## src/clk_trig_defs.vh

```
// constants for the clock and trigger recovery block
`ifndef CLK_TRIG_DEFS_VH
`define CLK_TRIG_DEFS_VH

// ----------------------------------------
// timing, in picoseconds and in clocks
// ----------------------------------------
`define CLK_PERIOD_PS    32'd4000
`define REF_PERIOD_PS    32'd24950
`define REF_CYCLES       (`REF_PERIOD_PS / `CLK_PERIOD_PS)
`define REF_CYCLES_6     6'd6
`define PER_BELOW        6'd1
`define PER_ABOVE        6'd2
`define MIN_GAP          6'd3
`define FLY_SLACK        6'd1
`define LOCK_EDGES       4'hf

// ----------------------------------------
// register selector codes
// ----------------------------------------
`define SEL_CTRL_ONE     2'h0
`define SEL_CTRL_TWO     2'h1
`define SEL_DAC_LOW      2'h2
`define SEL_SHARED       2'h3

// ----------------------------------------
// field positions and phase step limit
// ----------------------------------------
`define C1_MODE          7
`define C1_DIS_TRIG      6
`define C1_TSEL_HI       5
`define C1_TSEL_LO       4
`define C1_RESTART       3
`define C1_FORCE_PFD     2
`define C1_HIGH_GAIN     1
`define C1_GOING         0
`define C2_GOING_FORCE   7
`define C2_GAIN_FORCE    6
`define C2_SHARED_SEL    5
`define C2_HALF          4
`define PHASE_STEP_MAX   4'hb

// ----------------------------------------
// reset values
// ----------------------------------------
`define RST_BYTE         8'h00
`define RST_FLAG         1'b0
`define RST_BIAS         16'h0000
`endif

```

## src/seu_vote_reg.v

```verilog
// triplicated register with majority vote and disagreement flag
module seu_vote_reg #(
    parameter              WIDTH     = 8,
    parameter [WIDTH-1:0]  RESET_VAL = {WIDTH{1'b0}}
) (
    // clock and control
    input  wire             clk,
    input  wire             rst,
    input  wire             ce,
    // write side
    input  wire             we,
    input  wire [WIDTH-1:0] d,
    // voted value and disagreement flag
    output wire [WIDTH-1:0] q,
    output wire             mismatch
);
    reg [WIDTH-1:0] copy_a;
    reg [WIDTH-1:0] copy_b;
    reg [WIDTH-1:0] copy_c;

    // copies are never scrubbed: a bad copy stays bad until rewritten
    always @(posedge clk)
    begin
        if (rst)
        begin
            copy_a <= RESET_VAL;
            copy_b <= RESET_VAL;
            copy_c <= RESET_VAL;
        end
        else if (ce && we)
        begin
            copy_a <= d;
            copy_b <= d;
            copy_c <= d;
        end
    end

    assign q        = (copy_a & copy_b) | (copy_a & copy_c) | (copy_b & copy_c);
    assign mismatch = |((copy_a ^ copy_b) | (copy_a ^ copy_c));
endmodule

```

## src/clock_trigger_recovery_regs.v

```verilog
// clock and trigger recovery from the encoded line, with byte-wide i2c register slave
`include "clk_trig_defs.vh"

module clock_trigger_recovery_regs #(
    parameter       CAL_DWELL = 12'd1024,
    // nominal line period in whole clocks; lock window and flywheel follow it
    parameter [5:0] REF_CLKS  = `REF_CYCLES_6
) (
    // clock, reset, enable
    input  wire        CLK_IN,
    input  wire        RST_IN,
    input  wire        CE_IN,
    // encoded clock and trigger line
    input  wire        ENC_LINE_IN,
    // i2c pins and address straps
    input  wire        SCL_IN,
    input  wire        SDA_IN,
    input  wire [4:0]  CHIP_ADDR_IN,
    output reg         SDA_OUT,
    output reg         SDA_OE_OUT,
    // recovered clock, trigger and phase control
    output reg         REF_CLK_OUT,
    output reg         TRIGGER_OUT,
    output reg         PHASE_HALF_OUT,
    output reg  [3:0]  PHASE_STEP_OUT,
    // loop bias and status
    output reg  [15:0] BIAS_OUT,
    output reg         HIGH_GAIN_OUT,
    output reg         GOING_OUT
);

    localparam ST_IDLE = 3'h0;
    localparam ST_ADDR = 3'h1;
    localparam ST_AACK = 3'h2;
    localparam ST_WR   = 3'h3;
    localparam ST_WACK = 3'h4;
    localparam ST_RD   = 3'h5;
    localparam ST_RACK = 3'h6;

    localparam CAL_IDLE  = 2'h0;
    localparam CAL_SWEEP = 2'h1;
    localparam CAL_DONE  = 2'h2;

    // ----------------------------------------
    // input synchronisers
    // ----------------------------------------
    reg [2:0] line_sync;
    reg [2:0] scl_sync;
    reg [2:0] sda_sync;
    reg [4:0] strap_s1;
    reg [4:0] strap_s2;

    always @(posedge CLK_IN)
    begin
        if (RST_IN)
        begin
            line_sync <= 3'h0;
            scl_sync  <= 3'h7;
            sda_sync  <= 3'h7;
            strap_s1  <= 5'h00;
            strap_s2  <= 5'h00;
        end
        else if (CE_IN)
        begin
            line_sync <= {line_sync[1:0], ENC_LINE_IN};
            scl_sync  <= {scl_sync[1:0], SCL_IN};
            sda_sync  <= {sda_sync[1:0], SDA_IN};
            strap_s1  <= CHIP_ADDR_IN;
            strap_s2  <= strap_s1;
        end
    end

    wire line    = line_sync[1];
    wire line_up = line_sync[1] & ~line_sync[2];
    wire scl_up  = scl_sync[1] & ~scl_sync[2];
    wire scl_dn  = ~scl_sync[1] & scl_sync[2];
    wire i2c_go  = scl_sync[1] & scl_sync[2] & sda_sync[2] & ~sda_sync[1];
    wire i2c_end = scl_sync[1] & scl_sync[2] & ~sda_sync[2] & sda_sync[1];

    // ----------------------------------------
    // voted registers
    // ----------------------------------------
    reg        wr_strobe;
    reg [1:0]  wr_sel;
    reg [7:0]  wr_byte;
    wire [7:0] ctrl_one;
    wire [7:0] ctrl_two;
    wire [7:0] dac_low;
    wire [7:0] dac_high;
    wire [7:0] trig_delay;
    wire [4:0] mism;
    wire [4:0] reg_we;
    wire [39:0] reg_q;

    // selector 3 is steered by the shared-select bit of control two
    assign reg_we[0] = wr_strobe && wr_sel == `SEL_CTRL_ONE;
    assign reg_we[1] = wr_strobe && wr_sel == `SEL_CTRL_TWO;
    assign reg_we[2] = wr_strobe && wr_sel == `SEL_DAC_LOW;
    assign reg_we[3] = wr_strobe && wr_sel == `SEL_SHARED && !ctrl_two[`C2_SHARED_SEL];
    assign reg_we[4] = wr_strobe && wr_sel == `SEL_SHARED && ctrl_two[`C2_SHARED_SEL];

    genvar gi;
    generate
        for (gi = 0; gi < 5; gi = gi + 1)
        begin : g_regs
            seu_vote_reg #(
                .WIDTH     (8),
                .RESET_VAL (`RST_BYTE)
            ) u_reg (
                .clk      (CLK_IN),
                .rst      (RST_IN),
                .ce       (CE_IN),
                .we       (reg_we[gi]),
                .d        (wr_byte),
                .q        (reg_q[gi*8 +: 8]),
                .mismatch (mism[gi])
            );
        end
    endgenerate

    assign ctrl_one   = reg_q[7:0];
    assign ctrl_two   = reg_q[15:8];
    assign dac_low    = reg_q[23:16];
    assign dac_high   = reg_q[31:24];
    assign trig_delay = reg_q[39:32];

    // sticky upset flag; only a reset clears it, registers are not scrubbed
    reg seu_seen;
    always @(posedge CLK_IN)
    begin
        if (RST_IN)
            seu_seen <= `RST_FLAG;
        else if (CE_IN && |mism)
            seu_seen <= 1'b1;
    end

    // restart on a one-then-zero write sequence to the restart bit
    wire restart = reg_we[0] && ctrl_one[`C1_RESTART] && !wr_byte[`C1_RESTART];
    wire test_mode = ctrl_one[`C1_MODE];

    // ----------------------------------------
    // clock recovery and trigger decode
    // ----------------------------------------
    reg [5:0] per_cnt;
    reg [5:0] period;
    reg       seen_high;
    reg [3:0] lock_cnt;
    reg [14:0] trig_pipe;

    // a missing rise past the expected period ends the cycle on the flywheel
    wire fly_edge  = !line_up && per_cnt >= period + `FLY_SLACK;
    wire realign   = line_up && per_cnt < `MIN_GAP;
    wire boundary  = (line_up && !realign) || fly_edge;
    wire trig_now  = boundary && !seen_high;
    wire in_range  = per_cnt >= REF_CLKS - `PER_BELOW && per_cnt <= REF_CLKS + `PER_ABOVE;
    wire locked    = lock_cnt == `LOCK_EDGES;
    wire [15:0] dly_vec = {trig_pipe, trig_now};
    wire trig_tap  = dly_vec[trig_delay[3:0]];

    always @(posedge CLK_IN)
    begin
        if (RST_IN || (CE_IN && restart))
        begin
            per_cnt   <= 6'h00;
            period    <= REF_CLKS;
            // first boundary after a restart must not read as an accept
            seen_high <= 1'b1;
            lock_cnt  <= 4'h0;
            trig_pipe <= 15'h0000;
        end
        else if (CE_IN)
        begin
            if (boundary || realign)
                per_cnt <= 6'h00;
            else if (per_cnt != 6'h3f)
                per_cnt <= per_cnt + 6'h01;
            if (boundary)
                seen_high <= line;
            else if (line)
                seen_high <= 1'b1;
            if (line_up && !realign)
            begin
                if (in_range)
                begin
                    period <= per_cnt;
                    if (!locked)
                        lock_cnt <= lock_cnt + 4'h1;
                end
                else
                    lock_cnt <= 4'h0;
            end
            if (boundary)
                trig_pipe <= {trig_pipe[13:0], trig_now};
        end
    end

    // ----------------------------------------
    // auto calibration
    // ----------------------------------------
    reg [1:0]  cal_state;
    reg [15:0] cal_bias;
    reg [11:0] dwell;

    always @(posedge CLK_IN)
    begin
        if (RST_IN || (CE_IN && restart))
        begin
            cal_state <= CAL_IDLE;
            cal_bias  <= `RST_BIAS;
            dwell     <= 12'h000;
        end
        else if (CE_IN)
        begin
            case (cal_state)
                CAL_IDLE:
                begin
                    dwell     <= 12'h000;
                    cal_state <= CAL_SWEEP;
                end
                CAL_SWEEP:
                begin
                    if (locked)
                        cal_state <= CAL_DONE;
                    else if (dwell == CAL_DWELL - 12'h001)
                    begin
                        dwell    <= 12'h000;
                        cal_bias <= cal_bias + 16'h0001;
                    end
                    else
                        dwell <= dwell + 12'h001;
                end
                CAL_DONE:
                    cal_state <= CAL_DONE;
                default:
                    cal_state <= CAL_IDLE;
            endcase
        end
    end

    // test mode hands the bias, gain and going to the registers
    wire going_now = test_mode ? ctrl_two[`C2_GOING_FORCE] : cal_state == CAL_DONE;
    wire gain_now  = test_mode ? ctrl_two[`C2_GAIN_FORCE] : cal_state == CAL_SWEEP;

    // ----------------------------------------
    // i2c slave, one byte per transaction
    // ----------------------------------------
    reg [2:0] i2c_state;
    reg [3:0] bit_cnt;
    reg [7:0] shreg;
    reg [1:0] sel;
    reg       rd_req;
    reg [7:0] rd_byte;

    always @*
    begin
        case (sel)
            `SEL_CTRL_ONE: rd_byte = {ctrl_one[7:4], seu_seen, ctrl_one[`C1_FORCE_PFD],
                                      gain_now, going_now};
            `SEL_CTRL_TWO: rd_byte = ctrl_two;
            `SEL_DAC_LOW:  rd_byte = dac_low;
            default:       rd_byte = ctrl_two[`C2_SHARED_SEL] ? trig_delay : dac_high;
        endcase
    end

    always @(posedge CLK_IN)
    begin
        if (RST_IN)
        begin
            i2c_state  <= ST_IDLE;
            bit_cnt    <= 4'h0;
            shreg      <= 8'h00;
            sel        <= 2'h0;
            rd_req     <= 1'b0;
            wr_strobe  <= 1'b0;
            wr_sel     <= 2'h0;
            wr_byte    <= 8'h00;
            SDA_OUT    <= 1'b0;
            SDA_OE_OUT <= 1'b0;
        end
        else if (CE_IN)
        begin
            wr_strobe <= 1'b0;
            if (i2c_go)
            begin
                i2c_state  <= ST_ADDR;
                bit_cnt    <= 4'h0;
                SDA_OE_OUT <= 1'b0;
            end
            else if (i2c_end)
            begin
                i2c_state  <= ST_IDLE;
                SDA_OE_OUT <= 1'b0;
            end
            else
            begin
                case (i2c_state)
                    ST_ADDR, ST_WR:
                    begin
                        if (scl_up)
                        begin
                            shreg   <= {shreg[6:0], sda_sync[1]};
                            bit_cnt <= bit_cnt + 4'h1;
                        end
                        else if (scl_dn && bit_cnt == 4'h8)
                        begin
                            bit_cnt <= 4'h0;
                            if (i2c_state == ST_WR)
                            begin
                                wr_strobe  <= 1'b1;
                                wr_sel     <= sel;
                                wr_byte    <= shreg;
                                SDA_OE_OUT <= 1'b1;
                                i2c_state  <= ST_WACK;
                            end
                            else if (shreg[7:3] == strap_s2)
                            begin
                                sel        <= shreg[2:1];
                                rd_req     <= shreg[0];
                                SDA_OE_OUT <= 1'b1;
                                i2c_state  <= ST_AACK;
                            end
                            else
                                i2c_state <= ST_IDLE;
                        end
                    end
                    ST_AACK:
                    begin
                        if (scl_dn)
                        begin
                            if (rd_req)
                            begin
                                shreg      <= {rd_byte[6:0], 1'b0};
                                SDA_OE_OUT <= ~rd_byte[7];
                                bit_cnt    <= 4'h1;
                                i2c_state  <= ST_RD;
                            end
                            else
                            begin
                                SDA_OE_OUT <= 1'b0;
                                i2c_state  <= ST_WR;
                            end
                        end
                    end
                    ST_WACK:
                    begin
                        // further bytes are left unacknowledged
                        if (scl_dn)
                        begin
                            SDA_OE_OUT <= 1'b0;
                            i2c_state  <= ST_IDLE;
                        end
                    end
                    ST_RD:
                    begin
                        if (scl_dn)
                        begin
                            if (bit_cnt == 4'h8)
                            begin
                                SDA_OE_OUT <= 1'b0;
                                i2c_state  <= ST_RACK;
                            end
                            else
                            begin
                                SDA_OE_OUT <= ~shreg[7];
                                shreg      <= {shreg[6:0], 1'b0};
                                bit_cnt    <= bit_cnt + 4'h1;
                            end
                        end
                    end
                    ST_RACK:
                    begin
                        if (scl_up)
                            i2c_state <= ST_IDLE;
                    end
                    default:
                        i2c_state <= ST_IDLE;
                endcase
            end
        end
    end

    // ----------------------------------------
    // registered outputs
    // ----------------------------------------
    wire [3:0] step_req = ctrl_two[3:0];

    always @(posedge CLK_IN)
    begin
        if (RST_IN)
        begin
            REF_CLK_OUT    <= 1'b0;
            TRIGGER_OUT    <= 1'b0;
            PHASE_HALF_OUT <= 1'b0;
            PHASE_STEP_OUT <= 4'h0;
            BIAS_OUT       <= `RST_BIAS;
            HIGH_GAIN_OUT  <= 1'b0;
            GOING_OUT      <= 1'b0;
        end
        else if (CE_IN)
        begin
            // inversion supplies the second half period
            REF_CLK_OUT    <= (per_cnt < {1'b0, period[5:1]}) ^ ctrl_two[`C2_HALF];
            TRIGGER_OUT    <= boundary && trig_tap && !ctrl_one[`C1_DIS_TRIG]
                              && ctrl_one[`C1_TSEL_HI:`C1_TSEL_LO] == 2'h0;
            PHASE_HALF_OUT <= ctrl_two[`C2_HALF];
            // steps past the last first-half phase clamp to it
            PHASE_STEP_OUT <= step_req > `PHASE_STEP_MAX ? `PHASE_STEP_MAX : step_req;
            BIAS_OUT       <= test_mode ? {dac_high, dac_low} : cal_bias;
            HIGH_GAIN_OUT  <= gain_now;
            GOING_OUT      <= going_now;
        end
    end
endmodule

```

## config.mk

```make
export PLATFORM = sky130hd
export DESIGN_NAME = clock_trigger_recovery_regs
export DESIGN_NICKNAME = d
export VERILOG_FILES = /design/src/seu_vote_reg.v /design/src/clock_trigger_recovery_regs.v
export VERILOG_INCLUDE_DIRS = /design/src
export SDC_FILE = /design/constraint.sdc
export NUM_CORES = 1
export LEC_CHECK = 0
export CORE_MARGIN = 4
export CORE_UTILIZATION = 25
export CTS_BUF_LIST = sky130_fd_sc_hd__clkbuf_4 sky130_fd_sc_hd__clkbuf_8
export CTS_CLUSTER_DIAMETER = 60
export CTS_CLUSTER_SIZE = 12
export DETAILED_ROUTE_END_ITERATION = 8
export DONT_BUFFER_PORTS = 1
export GPL_ROUTABILITY_DRIVEN = 0
export RECOVER_POWER = 25
export SYNTH_ARGS = -nofsm -noshare
export SYNTH_HDL_FRONTEND = slang
export SYNTH_SLANG_ARGS = --single-unit
```

## constraint.sdc

```tcl
create_clock -name CLK_IN -period 2.2 [get_ports CLK_IN]
set_clock_uncertainty 0.05 [all_clocks]
set_input_delay 0.44 -clock CLK_IN [delete_from_list [all_inputs] [get_ports CLK_IN]]
set_output_delay 0.44 -clock CLK_IN [all_outputs]
set_load 0.03 [all_outputs]
```

==> impl_metrics.py <==
metrics = {
    "outcome": {
        "status": "complete, but fails checks",
        "violations": "negative setup slack",
    },
    "finish": {
        "ant_diodes": 0,
        "drive_gt1_share_pct": 13.7,
        "post-route-util_pct": 29.5,
        "multi_input_area_sq_um": 4680,
        "fillCellCount": 3527,
        "final-seq-area_sq_um": 3490,
        "layout-area-overhead-vs-synth_pct": 15.0,
        "fin_nets": 1008,
    },
    "route": {
        "avgRoutedWirePerCell_microns": 15.2,
        "routedLengthMet1_microns": 10800,
        "vias_post_dr": 6770,
        "post_detailed_routing_wire_length_microns": 21700,
        "postRouteAntennaNets": 0,
        "detail_route.iter0.violations": 465,
        "maxUsedRoutingLayer": "met4",
        "vias_per_cell": 4.74,
        "dr_wl_met3_microns": 997,
        "detail_route.first_pass.iterations": 6,
        "wl_met2_microns": 9600,
        "drc_viols": 0,
    },
    "pwr": {
        "p_sw_share_pct": 25.8,
        "combinationalPowerShare_pct": 6.3,
        "p_int_w": 0.00437,
        "p_sw_w": 0.00152,
        "vdd_drop_max_mv": 0.347,
        "pleak_nw": 3.61,
        "power_density_nw_per_um2": 607,
        "power.share.sequential_pct": 55.8,
        "power_frac_clock_pct": 37.9,
    },
    "sta": {
        "setup_total_negative_slack_ns": -0.0322,
        "worst_pin_slew_ns": 1.02,
        "timing.final.ws_setup_ns": -0.0163,
        "hold_viol_final": 0,
        "drv_slew": 0,
        "grt_setup_unrepaired": "true",
        "final_worst_path_period_share_pct": 101,
        "max_slew_margin_pct": 31.5,
        "report.final.setup_viol": 3,
        "period_minus_slack_ns": 2.22,
        "fmax_mhz": 451,
    },
    "global_routing": {
        "initial_antenna_violation_count": 0,
        "grt_overflow": 0,
        "first_global_vias": 6397,
        "pin_count_of_the_biggest_net_entering_global_routing": 93,
        "grt_pass1_wl_microns": 34800,
        "grtUsageTotal_pct": 11.7,
    },
    "yosys": {
        "synth_top_cell_area_share_pct": 41.3,
        "synth_sequential_area_ratio_pct": 41.3,
        "synthesis.nets": 987,
        "netlist_area_sq_um": 8430,
        "synth_area_leaders": "dfxtp_1, mux2i_1, nor2_1",
        "synth_ff_type": "dfxtp_1",
        "async_flop_share_pct": 0,
        "post-synth-top-area-cell": "dfxtp_1",
        "count_of_flip_flops_with_a_built_in_enable_after_synthesis": 0,
        "syn-instance-count": 952,
        "netlist_top_cells_count": "dfxtp_1, nor2_1, nand2_1",
        "synth_warnings": 0,
        "netlist-cell-type-count": 71,
        "synthesized_flop_and_latch_total": 174,
        "syn-mean-instance-area_sq_um": 8.86,
        "yosysMostFrequentCell": "dfxtp_1",
    },
    "min_path": {
        "hp-class": "in -> reg",
    },
    "run": {
        "max_cap_violations": 0,
    },
    "critical_path": {
        "crit_path_end_kind": "flop",
        "minimum_setup_slack_among_reg_to_reg_paths_ns": -0.02,
        "worst-path-max-fanout": 6,
        "critPathArrivalTime_ns": 2.56,
        "critPathRequiredTime_ns": 2.54,
        "critical_setup_path_class": "reg -> reg",
        "worst_setup_path_start_kind": "flop",
    },
    "floorplan": {
        "row_count": 66,
        "dieArea_sq_um": 36700,
        "design.core.area_sq_um": 32900,
        "dieHeight_microns": 192,
        "die_width_microns": 192,
        "initial_core_utilization_pct": 25.7,
        "io_pins": 38,
    },
    "clocking": {
        "cts.sinks": 174,
        "cts_root_buf": "clkbuf_8",
        "cts-buffers-inserted": 17,
        "clk-insertion-delay-late_ns": 0.47,
        "cts_tree": "done",
        "h_tree_depth": 4,
        "cts_max_path_buffers": 2,
        "clock_pin_slew_reported_for_the_worst_setup_and_hold_paths_after_clock_tree_synthesis_ns": 0.09,
    },
    "place": {
        "portBuffers": 0,
        "detailedPlacementHpwl_microns": 14900,
        "placement.setup.worst_slack_ns": -0.240,
    },
}
state kept, by name (all words and copies together), names as in the netlist, 5 cells and up:
signal / count
wr_byte: 8
shreg: 8
trig_pipe: 15
per_cnt: 6
cal_bias: 16
dwell: 12
period: 6
strap_s1: 5
g_regs.u_reg.copy_b: 8
strap_s2: 5
BIAS_OUT: 16
g_regs.u_reg.copy_c: 8
g_regs.u_reg.copy_a: 22
through the flow:
step | std cells | power (W) | cell area, sq um | hold slack, ns
final | 1428 | 0.00589 | 9690 | 0.0263
after global placement | 1389 | 0.00368 | 9100 | 0.399
after floorplan | 952 | 0.00363 | 8440 | 0.391
after CTS | 1424 | 0.00595 | 9600 | 0.00108
after detailed placement | 1389 | 0.00369 | 9100 | 0.405
after global routing | 1428 | 0.00613 | 9690 | 0.0227
power groups by stage:
stage	Combinational (W)	Sequential [W]	Clock, W
global placement	0.000321	0.00336	0
CTS	0.000370	0.00329	0.00230
global route	0.000420	0.00329	0.00242
detailed placement	0.000329	0.00336	0
finish	0.000373	0.00328	0.00223
floorplan	0.000288	0.00334	0
final cells by class:
| class | count | share of cell area [%] |
|---|---|---|
| timing repair buffer | 56 | 4.79 |
| clock buffer | 22 | 2.99 |
| multi-input combinational | 694 | 48.3 |
| clock inverter | 10 | 1.06 |
| sequential | 174 | 36.0 |
| inverter | 30 | 1.16 |
| tap | 442 | 5.71 |
logic make-up after synthesis:
family / after synthesis / synth area share (%)
compound gates: 180 / 12.9
xor+xnor: 30 / 3.12
fa+ha+maj: 24 / 3.56
buf+inv: 84 / 4.51
flops: 174 / 41.3
mux: 107 / 14.3
other cells: 1 / 0.0445
simple gates: 352 / 20.2
metal layers:
metal	up-vias	GRT usage (%)
met2	146	17.9
li1	3401	-
met5	-	0
met1	3202	16.9
met4	0	2.87
met3	21	2.38
layout by cell type, fill, tap and decap left out, types with 5 or more instances in the layout:
| cell type | n |
|---|---|
| dfxtp_1 | 172 |
| nor2_1 | 116 |
| nand2_1 | 94 |
| mux2i_1 | 91 |
| a21oi_1 | 61 |
| buf_4 | 47 |
| nand3_1 | 35 |
| o21ai_0 | 33 |
| inv_1 | 28 |
| a211oi_1 | 24 |
| ha_1 | 22 |
| clkbuf_8 | 20 |
| xnor2_1 | 18 |
| nand4_1 | 16 |
| o21ai_1 | 14 |
| and3_1 | 13 |
| nor3_1 | 10 |
| mux4_2 | 10 |
| xor2_1 | 10 |
| nand2b_1 | 9 |
| a31oi_1 | 8 |
| nor2b_1 | 6 |
| mux2_2 | 6 |
| or4_1 | 5 |
| or3_1 | 5 |
| and4_1 | 5 |
worst paths after layout:
check                                                            start                                      to  cells past startpoint
worst max-delay path                            period[0]$_SDFFE_PP0P_                 per_cnt[5]$_SDFFE_PP0P_                     10
worst min-delay path                                            RST_IN                 bit_cnt[2]$_SDFFE_PP0P_                      1
worst max register to register                  period[0]$_SDFFE_PP0P_                 per_cnt[5]$_SDFFE_PP0P_                     10
worst min register to register  g_regs[1].u_reg.copy_b[0]$_SDFFE_PP0P_  g_regs[1].u_reg.copy_b[0]$_SDFFE_PP0P_                      2
worst max-delay path, cell delays in order, from the launching register on:
cell and delay (ns):
dfxtp_2 0.37, and3_4 0.21, nand3_4 0.08, xnor2_2 0.19, ha_4 0.25, and3_4 0.16
a2111oi_4 0.22, o21a_4 0.24, buf_4 0.13, o21ai_4 0.06, nor3_2 0.18
repair_timing:
item | 4_1_cts | 5_1_grt
setup endpoints to repair | 23 | 24
buffers inserted | 0 | 4
resized for setup | 18 | 14
endpoints found under the hold margin | 92 | 0
cloned | 1 | 0
hold buffers | 2 | 0
pin swaps | 14 | 11
Note: power is estimated with default switching activity, not from simulation.
